`src/rtl/ief_pkg.sv`:
```
// Constants and types of the intermittent transient earth fault stage
// Assumes one 100 MHz system clock and samples presented on that clock
package ief_pkg;

  // Clock and sampling timing
  localparam int CLK_PERIOD_NS     = 10;
  localparam int SAMPLE_PERIOD_US  = 625;
  localparam int SAMPLE_CYCLES     = SAMPLE_PERIOD_US * 1000 / CLK_PERIOD_NS;
  localparam int SAMPLES_PER_CYCLE = 32;
  localparam int US_PER_MS         = 1000;
  localparam int PEAK_SPACING_MS   = 10;

  // Setting ranges, milliseconds or peaks
  localparam int OPDLY_MIN_MS = 20;
  localparam int OPDLY_MAX_MS = 300000;
  localparam int INT_MIN_MS   = 10;
  localparam int INT_MAX_MS   = 300000;
  localparam int RST_MIN_MS   = 60;
  localparam int RST_MAX_MS   = 300000;
  localparam int PEAKS_MIN    = 1;
  localparam int PEAKS_MAX    = 20;

  // Widths
  localparam int MS_W   = 19;
  localparam int PK_W   = 5;
  localparam int SMP_W  = 16;
  localparam int ADDR_W = 8;
  localparam int DATA_W = 32;

  // Register byte offsets
  localparam logic [ADDR_W-1:0] ADDR_CTRL   = 8'h00;
  localparam logic [ADDR_W-1:0] ADDR_OPDLY  = 8'h04;
  localparam logic [ADDR_W-1:0] ADDR_PEAKS  = 8'h08;
  localparam logic [ADDR_W-1:0] ADDR_INTRMT = 8'h0C;
  localparam logic [ADDR_W-1:0] ADDR_RSTDLY = 8'h10;
  localparam logic [ADDR_W-1:0] ADDR_UPICK  = 8'h14;
  localparam logic [ADDR_W-1:0] ADDR_STATUS = 8'h18;

  // Field positions
  localparam int CTRL_EN_BIT  = 0;
  localparam int CTRL_DIR_BIT = 1;
  localparam int STAT_START   = 0;
  localparam int STAT_TRIP    = 1;
  localparam int STAT_BLOCK   = 2;
  localparam int STAT_REJECT  = 3;
  localparam int STAT_PK_LO   = 8;

  // Reset values
  localparam logic [MS_W-1:0]  RST_OPDLY_MS  = 19'h00014;
  localparam logic [PK_W-1:0]  RST_PEAKS     = 5'h01;
  localparam logic [MS_W-1:0]  RST_INTRMT_MS = 19'h0000A;
  localparam logic [MS_W-1:0]  RST_RSTDLY_MS = 19'h0003C;
  localparam logic [SMP_W-1:0] RST_UPICK     = 16'h0400;

  // Fixed residual current pick-up level
  localparam logic [SMP_W-1:0] PICKUP_LEVEL = 16'h0800;

  // One set of inputs taken at a sample instant
  typedef struct packed {
    logic signed [SMP_W-1:0] current;
    logic signed [SMP_W-1:0] voltage;
    logic        [SMP_W-1:0] fundPeak;
  } sample_t;

  // Stage sequencing
  typedef enum logic [2:0] {
    S_IDLE    = 3'b001,
    S_TIMING  = 3'b010,
    S_TRIPPED = 3'b100
  } stage_state_t;

endpackage

```
`src/rtl/intermittent_earth_fault_stage.sv`:
```
// Intermittent transient earth fault stage: peak detection, timers, start and trip
// Assumes samples synchronous to clk_sys and a plain strobe register port
//
// Summary of operation
// - Samples are taken every 625 us, 32 per 50 Hz cycle.
// - Direction is judged per instantaneous sample of current and voltage.
// - A peak is a sample above a fixed pick-up; sign gives direction.
// - Start output is high while the stage times a fault.
// - A peak counts only when above the fundamental component's peak.
// - External block input prevents both start and trip.
// - Trip needs delay elapsed, peaks reached, intermittent time not expired.
// - Trip output is held for the settable reset delay.
// - Peak count accepts 1 to 20; operation delay 0.02 to 300 s.
// - Intermittent time accepts 0.01 to 300 s.
// - Operation delay starts at first peak; count met at configured peaks.
// - Delay expired without peaks: wait, release when intermittent time expires.
// - Last peak after delay but within intermittent time trips at once.
// - Intermittent time expiring before the delay releases without trip.
// - Delay below peak count times 10 ms is rejected.
// - A new peak continues the operation delay count.
// - Direction mode selects forward or reverse peaks.
//
// Design decisions made here: strobed register access and the register offsets.
module intermittent_earth_fault_stage
  import ief_pkg::*;
#(
  parameter int SampleCycles = SAMPLE_CYCLES
) (
  // Clock and reset
  input  wire logic              clk_sys,
  input  wire logic              sys_rst,
  // Register port
  input  wire logic [ADDR_W-1:0] regAddr,
  input  wire logic [DATA_W-1:0] regWrData,
  input  wire logic              regWr,
  input  wire logic              regRd,
  output logic      [DATA_W-1:0] regRdData,
  // Measurement and blocking
  input  wire sample_t           sampleIn,
  output logic                   sampleTake,
  input  wire logic              blockIn,
  // Stage outputs
  output logic                   startOut,
  output logic                   tripOut
);

  localparam int DIV_W = $clog2(SampleCycles);
  localparam logic [MS_W-1:0] CNT_MAX = {MS_W{1'b1}};
  localparam logic [PK_W-1:0] PK_MAX  = {PK_W{1'b1}};

  logic [DIV_W-1:0]  divCnt_q;
  logic              sampleTick;
  logic              enable_q, revMode_q, reject_q, above_q;
  logic [MS_W-1:0]   opMs_q, intMs_q, rstMs_q;
  logic [PK_W-1:0]   minPeaks_q;
  logic [SMP_W-1:0]  uPick_q;
  logic [DATA_W-1:0] rdData_q, rdMux, statusWord;
  stage_state_t      state_q, state_d;
  logic [MS_W-1:0]   opCnt_q, opCnt_d, intCnt_q, intCnt_d, rstCnt_q, rstCnt_d;
  logic [PK_W-1:0]   peakCnt_q, peakCnt_d;

  // Elapsed test: count * sample period reaches the setting, i.e. rounded up
  function automatic logic elapsed(input logic [MS_W-1:0] cnt, input logic [MS_W-1:0] ms);
    return (32'(cnt) * 32'(SAMPLE_PERIOD_US)) >= (32'(ms) * 32'(US_PER_MS));
  endfunction

  // Saturating increment of a sample counter
  function automatic logic [MS_W-1:0] bump(input logic [MS_W-1:0] cnt);
    return (cnt == CNT_MAX) ? cnt : cnt + 19'h00001;
  endfunction

  // Sample instant divider
  assign sampleTick = (divCnt_q == DIV_W'(SampleCycles - 1));
  assign sampleTake = sampleTick;

  always_ff @(posedge clk_sys) begin
    if (sys_rst || sampleTick) divCnt_q <= '0;
    else divCnt_q <= divCnt_q + 1'b1;
  end

  // Register write decode
  wire wrCtrl = regWr && (regAddr == ADDR_CTRL);
  wire wrOp   = regWr && (regAddr == ADDR_OPDLY);
  wire wrPk   = regWr && (regAddr == ADDR_PEAKS);
  wire wrInt  = regWr && (regAddr == ADDR_INTRMT);
  wire wrRst  = regWr && (regAddr == ADDR_RSTDLY);
  wire wrUpk  = regWr && (regAddr == ADDR_UPICK);
  wire cfgWr  = wrOp || wrPk || wrInt || wrRst;

  // Setting validation against ranges and peak spacing
  wire [31:0] pkFloorMs = 32'(minPeaks_q) * 32'(PEAK_SPACING_MS);
  wire opOk  = regWrData >= 32'(OPDLY_MIN_MS) && regWrData <= 32'(OPDLY_MAX_MS)
            && regWrData >= pkFloorMs;
  wire pkOk  = regWrData >= 32'(PEAKS_MIN) && regWrData <= 32'(PEAKS_MAX)
            && (regWrData * 32'(PEAK_SPACING_MS)) <= 32'(opMs_q);
  wire intOk = regWrData >= 32'(INT_MIN_MS) && regWrData <= 32'(INT_MAX_MS);
  wire rstOk = regWrData >= 32'(RST_MIN_MS) && regWrData <= 32'(RST_MAX_MS);
  wire cfgOk = (wrOp && opOk) || (wrPk && pkOk) || (wrInt && intOk) || (wrRst && rstOk);

  // Setting registers
  always_ff @(posedge clk_sys) begin
    if (sys_rst) begin
      enable_q   <= 1'b0;
      revMode_q  <= 1'b0;
      opMs_q     <= RST_OPDLY_MS;
      minPeaks_q <= RST_PEAKS;
      intMs_q    <= RST_INTRMT_MS;
      rstMs_q    <= RST_RSTDLY_MS;
      uPick_q    <= RST_UPICK;
      reject_q   <= 1'b0;
    end else begin
      if (wrCtrl) begin
        enable_q  <= regWrData[CTRL_EN_BIT];
        revMode_q <= regWrData[CTRL_DIR_BIT];
      end
      if (wrOp && opOk) opMs_q <= regWrData[MS_W-1:0];
      if (wrPk && pkOk) minPeaks_q <= regWrData[PK_W-1:0];
      if (wrInt && intOk) intMs_q <= regWrData[MS_W-1:0];
      if (wrRst && rstOk) rstMs_q <= regWrData[MS_W-1:0];
      if (wrUpk) uPick_q <= regWrData[SMP_W-1:0];
      if (cfgWr) reject_q <= !cfgOk;
    end
  end

  // Magnitudes and direction of the present sample
  wire [SMP_W-1:0] absI = sampleIn.current[SMP_W-1] ? SMP_W'(-sampleIn.current)
                                                    : SMP_W'(sampleIn.current);
  wire [SMP_W-1:0] absU = sampleIn.voltage[SMP_W-1] ? SMP_W'(-sampleIn.voltage)
                                                    : SMP_W'(sampleIn.voltage);
  wire aboveNow = (absI > PICKUP_LEVEL) && (absI > sampleIn.fundPeak);
  wire fwdDir   = sampleIn.current[SMP_W-1] != sampleIn.voltage[SMP_W-1];
  wire dirOk    = fwdDir ^ revMode_q;
  wire active   = enable_q && !blockIn;
  wire peakHit  = sampleTick && aboveNow && !above_q && dirOk
               && (absU > uPick_q) && active;

  // Leading sample of each transient; one transient counts once
  always_ff @(posedge clk_sys) begin
    if (sys_rst) above_q <= 1'b0;
    else if (sampleTick) above_q <= aboveNow;
  end

  // Timer look-ahead for the present sample instant
  wire [MS_W-1:0] opNext  = bump(opCnt_q);
  wire [MS_W-1:0] intNext = peakHit ? '0 : bump(intCnt_q);
  wire [PK_W-1:0] pkNext  = (peakHit && peakCnt_q != PK_MAX) ? peakCnt_q + 5'h01 : peakCnt_q;
  wire [MS_W-1:0] rstNext = bump(rstCnt_q);
  wire opDone  = elapsed(opNext, opMs_q);
  wire intDone = elapsed(intNext, intMs_q);
  wire cntDone = pkNext >= minPeaks_q;
  wire goTrip  = opDone && cntDone && !intDone;
  wire goRel   = intDone && !goTrip;
  wire rstDone = elapsed(rstNext, rstMs_q);

  // Stage sequencing and timers
  always_comb begin
    state_d   = state_q;
    opCnt_d   = opCnt_q;
    intCnt_d  = intCnt_q;
    rstCnt_d  = rstCnt_q;
    peakCnt_d = peakCnt_q;
    if (!active) begin
      state_d   = S_IDLE;
      opCnt_d   = '0;
      intCnt_d  = '0;
      rstCnt_d  = '0;
      peakCnt_d = '0;
    end else begin
      case (state_q)
        S_IDLE: begin
          if (peakHit) begin
            state_d   = S_TIMING;
            opCnt_d   = '0;
            intCnt_d  = '0;
            peakCnt_d = pkNext;
          end
        end
        S_TIMING: begin
          if (sampleTick) begin
            opCnt_d   = opNext;
            intCnt_d  = intNext;
            peakCnt_d = pkNext;
            if (goTrip) begin
              state_d  = S_TRIPPED;
              rstCnt_d = '0;
            end else if (goRel) begin
              state_d   = S_IDLE;
              opCnt_d   = '0;
              intCnt_d  = '0;
              peakCnt_d = '0;
            end
          end
        end
        S_TRIPPED: begin
          if (sampleTick) begin
            rstCnt_d = rstNext;
            if (rstDone) begin
              state_d   = S_IDLE;
              opCnt_d   = '0;
              intCnt_d  = '0;
              rstCnt_d  = '0;
              peakCnt_d = '0;
            end
          end
        end
        default: begin
          state_d   = S_IDLE;
          opCnt_d   = '0;
          intCnt_d  = '0;
          rstCnt_d  = '0;
          peakCnt_d = '0;
        end
      endcase
    end
  end

  // Sequencing registers
  always_ff @(posedge clk_sys) begin
    if (sys_rst) begin
      state_q   <= S_IDLE;
      opCnt_q   <= '0;
      intCnt_q  <= '0;
      rstCnt_q  <= '0;
      peakCnt_q <= '0;
    end else begin
      state_q   <= state_d;
      opCnt_q   <= opCnt_d;
      intCnt_q  <= intCnt_d;
      rstCnt_q  <= rstCnt_d;
      peakCnt_q <= peakCnt_d;
    end
  end

  // Stage outputs straight from the state register
  assign startOut = (state_q != S_IDLE);
  assign tripOut  = (state_q == S_TRIPPED);

  // Status word shows the stage's state, the reject flag and the block input
  assign statusWord = (32'(peakCnt_q) << STAT_PK_LO)
                    | (32'(reject_q) << STAT_REJECT)
                    | (32'(blockIn) << STAT_BLOCK)
                    | (32'(tripOut) << STAT_TRIP)
                    | (32'(startOut) << STAT_START);

  // Read selection; unmapped addresses read zero
  always_comb begin
    case (regAddr)
      ADDR_CTRL:   rdMux = (32'(revMode_q) << CTRL_DIR_BIT) | (32'(enable_q) << CTRL_EN_BIT);
      ADDR_OPDLY:  rdMux = 32'(opMs_q);
      ADDR_PEAKS:  rdMux = 32'(minPeaks_q);
      ADDR_INTRMT: rdMux = 32'(intMs_q);
      ADDR_RSTDLY: rdMux = 32'(rstMs_q);
      ADDR_UPICK:  rdMux = 32'(uPick_q);
      ADDR_STATUS: rdMux = statusWord;
      default:     rdMux = '0;
    endcase
  end

  // Read data stands only in the cycle after the strobe
  always_ff @(posedge clk_sys) begin
    if (sys_rst || !regRd) rdData_q <= '0;
    else rdData_q <= rdMux;
  end

  assign regRdData = rdData_q;

endmodule

```
`config.mk`:
```
export PLATFORM = sky130hd
export DESIGN_NAME = intermittent_earth_fault_stage
export DESIGN_NICKNAME = d
export VERILOG_FILES = /design/src/rtl/ief_pkg.sv /design/src/rtl/intermittent_earth_fault_stage.sv
export SDC_FILE = /design/constraint.sdc
export NUM_CORES = 2
export LEC_CHECK = 0
export ABC_AREA = 1
export ABC_CLOCK_PERIOD_IN_PS = 17030
export BUFFER_PORTS_ARGS = -buffer_cell sky130_fd_sc_hd__buf_2
export CORE_MARGIN = 4
export CORE_UTILIZATION = 60
export DETAILED_ROUTE_END_ITERATION = 6
export HOLD_SLACK_MARGIN = 0.03
export PLACE_DENSITY = 0.8
export SYNTH_ARGS = -nofsm -noshare
export SYNTH_HDL_FRONTEND = slang
export SYNTH_SLANG_ARGS = --single-unit
```
`constraint.sdc`:
```
create_clock -name clk_sys -period 17.03 [get_ports clk_sys]
set_clock_uncertainty 0.15 [all_clocks]
set_input_delay 4.2575 -clock clk_sys [delete_from_list [all_inputs] [get_ports clk_sys]]
set_output_delay 4.2575 -clock clk_sys [all_outputs]
set_load 0.02 [all_outputs]
```
* After elaboration in Yosys (flattened, before gate mapping)
Cells that the tools add are included.
Word-level totals: register bits after elaboration 195, bits in latches 0, RAM bits 0, memory bits (read-only) 0, input bits 93, output and inout bits 35, logic and storage cells 160, memories 0
Cells by class: $add $sub $neg 7, $mul 8, div/mod/pow operators 0, $lt $le $gt $ge 15, equal/unequal tests 22, shift-type cells 0, multiplexer cells 38, bitwise logic cells 8, reduce and logical (&&, ||, !) cells 46
Operators by type and width (count):
- $mux W19 | 17
- $pmux W19 S3 | 3
- $pmux W19 S7 | 1
- $ge A29 B29 Y1 | 3
- $mul A19 B10 Y29 const B | 3
- $mul A19 B7 Y26 const B | 3
- $add A19 B1 Y19 const B | 3
- $eq A19 B19 Y1 const B | 3
- $mux W5 | 7
- $ge A32 B1 Y1 const B | 1
- $ge A32 B4 Y1 const B | 1
- $ge A32 B5 Y1 const B | 1
- $ge A32 B6 Y1 const B | 1
- $ge A32 B9 Y1 | 1
- $gt A16 B16 Y1 | 2
- $le A32 B19 Y1 | 1
- $le A32 B19 Y1 const B | 1
- $le A32 B5 Y1 const B | 1
- $mul A32 B3 Y31 const B | 1
- $mux W16 | 2
- $neg A16 Y16 | 2
- $logic_and A1 B1 Y1 | 27
- $eq A8 B5 Y1 const B | 3
- $mux W3 | 6
- other kinds (32) | 50

* Longest topological paths before layout
depth after elaboration 20, depth in mapped cells 58, depth with buffers taken out 56

* Worst setup path after synthesis
OpenSTA, ideal clock, no wires.
path kind input -> register, start point input port sampleIn[17] (netlist bit), end point register rstCnt_q[10], library setup time 0.115 ns, arrival 12.274 ns, data required time 16.765 ns, setup slack 4.491 ns, cell stages on the path 52, buffers on the path 4, cells stage by stage nor3_1 nor3b_1 nand2_1 nor3_1 nor3b_1 nand2_1 nand2_1 xnor2_1 ha_1 nand2_1 inv_1 o21ai_0 nand2_1 nor2_1 nand2_1 nand2_1 nor2_1 nand3_2 [... 16 more ...] a21boi_0 o21ai_0 a21boi_0 o21ai_0 a21oi_1 xor2_1 ha_1 nand2_1 nor4_1 nand2_1 nor3_1 nand2_1 nand3_1 nand2_1 buf_4 buf_6 a21oi_1 nor2_1
Between the ends: word-level cells in the longest chain between the ends 12, elaborated cells on any way between the ends 16, those cells by class 1 x add/sub; 1 x mul; 3 x order compare; 1 x eq/ne; 3 x mux; 7 x reduce/logical
RTL lines:
- start, declared | RTL line intermittent_earth_fault_stage.sv:39 | input wire sample_t sampleIn,
- $neg A16 Y16 | RTL line intermittent_earth_fault_stage.sv:128 | wire [SMP_W-1:0] absU = sampleIn.voltage[SMP_W-1] ? SMP_W'(-sampleIn.voltage)
- $mux W16 (*) | RTL line intermittent_earth_fault_stage.sv:128
- $gt A16 B16 Y1 (*) | RTL line intermittent_earth_fault_stage.sv:135 | && (absU > uPick_q) && active;
- $logic_and A1 B1 Y1 (*) (2 in series) | RTL line intermittent_earth_fault_stage.sv:135
- $mux W19 / $logic_and A1 B1 Y1 (equally long branches) | RTL line intermittent_earth_fault_stage.sv:145, intermittent_earth_fault_stage.sv:146
- $mul A19 B10 Y29 / $mux W5 (equally long branches) | RTL line intermittent_earth_fault_stage.sv:64, intermittent_earth_fault_stage.sv:146
- $ge A29 B29 Y1 / $ge A5 B5 Y1 (equally long branches) | RTL line intermittent_earth_fault_stage.sv:64, intermittent_earth_fault_stage.sv:150
- $logic_not A1 Y1 / $logic_and A1 B1 Y1 (equally long branches) | RTL line intermittent_earth_fault_stage.sv:151 | wire goTrip = opDone && cntDone && !intDone;
- $logic_and A1 B1 Y1 (*) | RTL line intermittent_earth_fault_stage.sv:151
- $ne A2 B2 Y1 (no line) (*)
- $reduce_and A4 Y1 (no line) (*)
- end signal, assigned | RTL line intermittent_earth_fault_stage.sv:229 | rstCnt_q <= rstCnt_d;
- end, declared | RTL line intermittent_earth_fault_stage.sv:59 | logic [MS_W-1:0] opCnt_q, opCnt_d, intCnt_q, intCnt_d, rstCnt_q, rstCnt_d;
Every way passes the cells marked *; elsewhere a longest branch is shown, timed or not. A chain may end at the register's enable or synchronous reset.

* Worst setup path after layout
start point input port sampleIn[16] (netlist bit), end point register rstCnt_q[18]
The elaborated chain is that of the path after synthesis.

==> flow_metrics.tcl <==
set metrics [dict create \
    first_global_vias 28100 \
    start_util_pct 60.9 \
    track_usage_pct 27.7 \
    finalCriticalPeriod_ns 14.19 \
    yosysMostFrequentCell "inv_1" \
    yosys.area.top_type "ha_1" \
    drtPass1Iterations 6 \
    post-cts-setup-buffers 0 \
    reg2regPathDepth 45 \
    slowest_stage "nand2_1" \
    synth_area_leaders "ha_1 (24%), fa_1 (20%), dfxtp_1 (11%)" \
    period_share_pct 83.3 \
    postSynth.asyncResetShare_pct 0 \
    dr.first_iter.drc_count 1932 \
    ys.flop_type "dfxtp_1" \
    synth_area_sq_um 33000 \
    port-buffer-count 114 \
    rows 85 \
    ys_seq_area_share_pct 11.1 \
    slew_headroom_pct 18.7 \
    fin_setup_tns_ns 0 \
    tightestPinTransition_ns 1.22 \
    wire_per_inst_um 15.8 \
    whs_endpoint "divCnt_q[0]$_SDFF_PP0_" \
    setup_violations 0 \
    grt_max_degree 81 \
    pre_cts_ws_ns 2.42 \
    cap_violations 0 \
    reg2reg_to "state_q[2]$_SDFFE_PP0P_" \
    max_stage_delay_ns 0.71 \
    antenna_left 0 \
    htreeDepth 4 \
    crit_path_end_kind "flop" \
    fin_nets 5416 \
    cts.sinks 182 \
    cts_root_buf "clkbuf_16" \
    drive_above_1_share_pct 4.48 \
    chipHeight_um 242 \
    crit_type "in -> reg" \
    cts_buffers 17 \
    ioPinCount 128 \
    grt_overflow 0 \
    postCtsHoldBufs 0 \
    cp_max_fo 39 \
    die_area_sq_um 58800 \
    hold_viol 0 \
    fp.coreArea_sq_um 54100 \
    worst_slack_ns 2.84 \
    critPathTopFamily "simple AND/OR/NAND/NOR gates" \
    leakagePower_nw 18.7 \
    place_congestion 0.980 \
    peakVddDrop_uv 83.8 \
    setup.worst_path.start "sampleIn[16]" \
    grt_pass1_wl_mm 136 \
    synthCells 4282 \
    status "finished clean" \
    dr_total_vias 28400 \
    whs_path_depth 1 \
    fmax_mhz 70.5 \
    worst_setup_path_start_kind "input port" \
    dp.final_hpwl_mm 67.3 \
    worstPathRequired_ns 17.26 \
    critPathBufInv 9 \
    drt-vias-per-instance 5.59 \
    pwr_density_cell_nw_per_um2 30.4 \
    clkTransAtPathRegs_ns 0.08 \
    synth_edf_count 0 \
    cts_tree "built" \
    hp-start "divCnt_q[0]$_SDFF_PP0_" \
    crit_path_frequent_cell "nand2_1" \
    drc 0 \
    clockBufferDepth 2 \
    worstPathArrival_ns 14.42 \
    die_width_um 242 \
    hp-class "reg -> reg" \
    syn_area_per_cell_sq_um 7.70 \
    yosysUniqueCellTypes 56 \
    yosys_register_bits 182 \
    syn_to_final_growth_pct 5.63 \
    synth_top_area_share_pct 23.8 \
    clk_latency_ns 0.50 \
    rsz0062_at_grt "false" \
    antenna_found_initial 2 \
    reg2reg_from "rstCnt_q[0]$_SDFFE_PP0P_" \
    wl_mm 80.4 \
    yosys_warnings 0 \
    p_total_mw 1.06 \
    regToRegSetupSlack_ns 6.58 \
    synthTopCellsByCount "inv_1 (809), nand2_1 (693), ha_1 (628)" \
    cts.repair.resized 0 \
    maxSlewViolCount 0 \
]
worst register-to-register path, delay by kind of cell (launching register included):
kind            cells  cell delay (ns)
simple gates       19             3.42
compound gates      8             1.39
xor+xnor            2             0.63
fa+ha+maj           8             3.07
buf+inv             8             1.19
flops               1             0.44
worst max path at each step:
stage | to | slack [ns] | cells past startpoint
4_1_cts | rstCnt_q[18]$_SDFFE_PP0P_ | 2.92 | 51
2_1_floorplan | rstCnt_q[10]$_SDFFE_PP0P_ | 4.49 | 52
3_5_place_dp | rstCnt_q[0]$_SDFFE_PP0P_ | 2.42 | 53
5_1_grt | rstCnt_q[6]$_SDFFE_PP0P_ | 1.82 | 51
6_report | rstCnt_q[18]$_SDFFE_PP0P_ | 2.84 | 53
3_3_place_gp | rstCnt_q[6]$_SDFFE_PP0P_ | 2.72 | 48
flip-flops by register name, indices dropped and copies added (netlist names), 16 cells and up:
register   flops
divCnt_q      16
intCnt_q      19
intMs_q       19
opCnt_q       19
opMs_q        19
regRdData     19
rstCnt_q      19
rstMs_q       19
uPick_q       16
per-stage QoR:
| stage | utilization, % | cell area (sq um) | instances | hold slack, ns |
|---|---|---|---|---|
| finish | 64.3 | 34800 | 5076 | 0.310 |
| CTS | 64.3 | 34800 | 5075 | 0.311 |
| global placement | 63.2 | 34200 | 5043 | 0.277 |
| global route | 64.3 | 34800 | 5076 | 0.339 |
| detailed placement | 63.2 | 34200 | 5043 | 0.290 |
| floorplan | - | 33000 | 4294 | 0.268 |
cells by family (layout without fill, tap and decap cells):
family / after synthesis / count (layout) / share of synthesized area [%]
simple gates: 1326 / 1326 / 17.2
fa+ha+maj: 957 / 957 / 43.8
buf+inv: 890 / 975 / 10.4
compound gates: 720 / 720 / 12.0
xor+xnor: 206 / 206 / 5.47
flops: 182 / 182 / 11.1
other cells: 1 / 14 / 0.0114
power by group:
part | total (mW) | internal, mW | switching [mW]
registers | 0.426 | 0.426 | 0.000487
logic | 0.200 | 0.0703 | 0.130
clock network | 0.431 | 0.205 | 0.225
placed cells by master, fill, tap and decap left out, types with 6 or more instances in the layout:
| cell type | n |
|---|---|
| nor3_1 | 64 |
| nand4_1 | 81 |
| a221oi_1 | 13 |
| o21bai_1 | 21 |
| ha_1 | 628 |
| dfxtp_1 | 182 |
| o21ai_1 | 6 |
| inv_2 | 8 |
| a31oi_1 | 13 |
| nor4_1 | 26 |
| nor2_2 | 8 |
| o21ai_0 | 197 |
| a211oi_1 | 9 |
| o22ai_1 | 20 |
| xor2_1 | 121 |
| buf_2 | 114 |
| o211ai_1 | 18 |
| xnor2_1 | 85 |
| or2_2 | 7 |
| nand2_1 | 693 |
| a21o_1 | 11 |
| clkbuf_16 | 17 |
| inv_1 | 808 |
| conb_1 | 13 |
| nor2_1 | 278 |
| nand3b_1 | 11 |
| nand3_1 | 138 |
| a21boi_0 | 7 |
| fa_1 | 329 |
| buf_4 | 12 |
| a21oi_1 | 375 |
metal layers:
metal | part of all wire (%) | vias up | global-route usage, %
met4 | 3.5 | 2 | 9.65
met3 | 6.6 | 186 | 4.96
met1 | 44 | 13200 | 36.7
met5 | 0.016 | - | 0
li1 | - | 14100 | -
met2 | 46 | 886 | 45.9
cell type report:
class,instances,area (sq um)
multi-input combinational,3222,25900
fill,4657,19300
sequential,182,3640
inverter,817,3070
tap,696,871
timing repair buffer,126,661
clock buffer,17,425
clock inverter,15,208
antenna,1,2.50
Note: power is estimated with default switching activity, not from simulation.
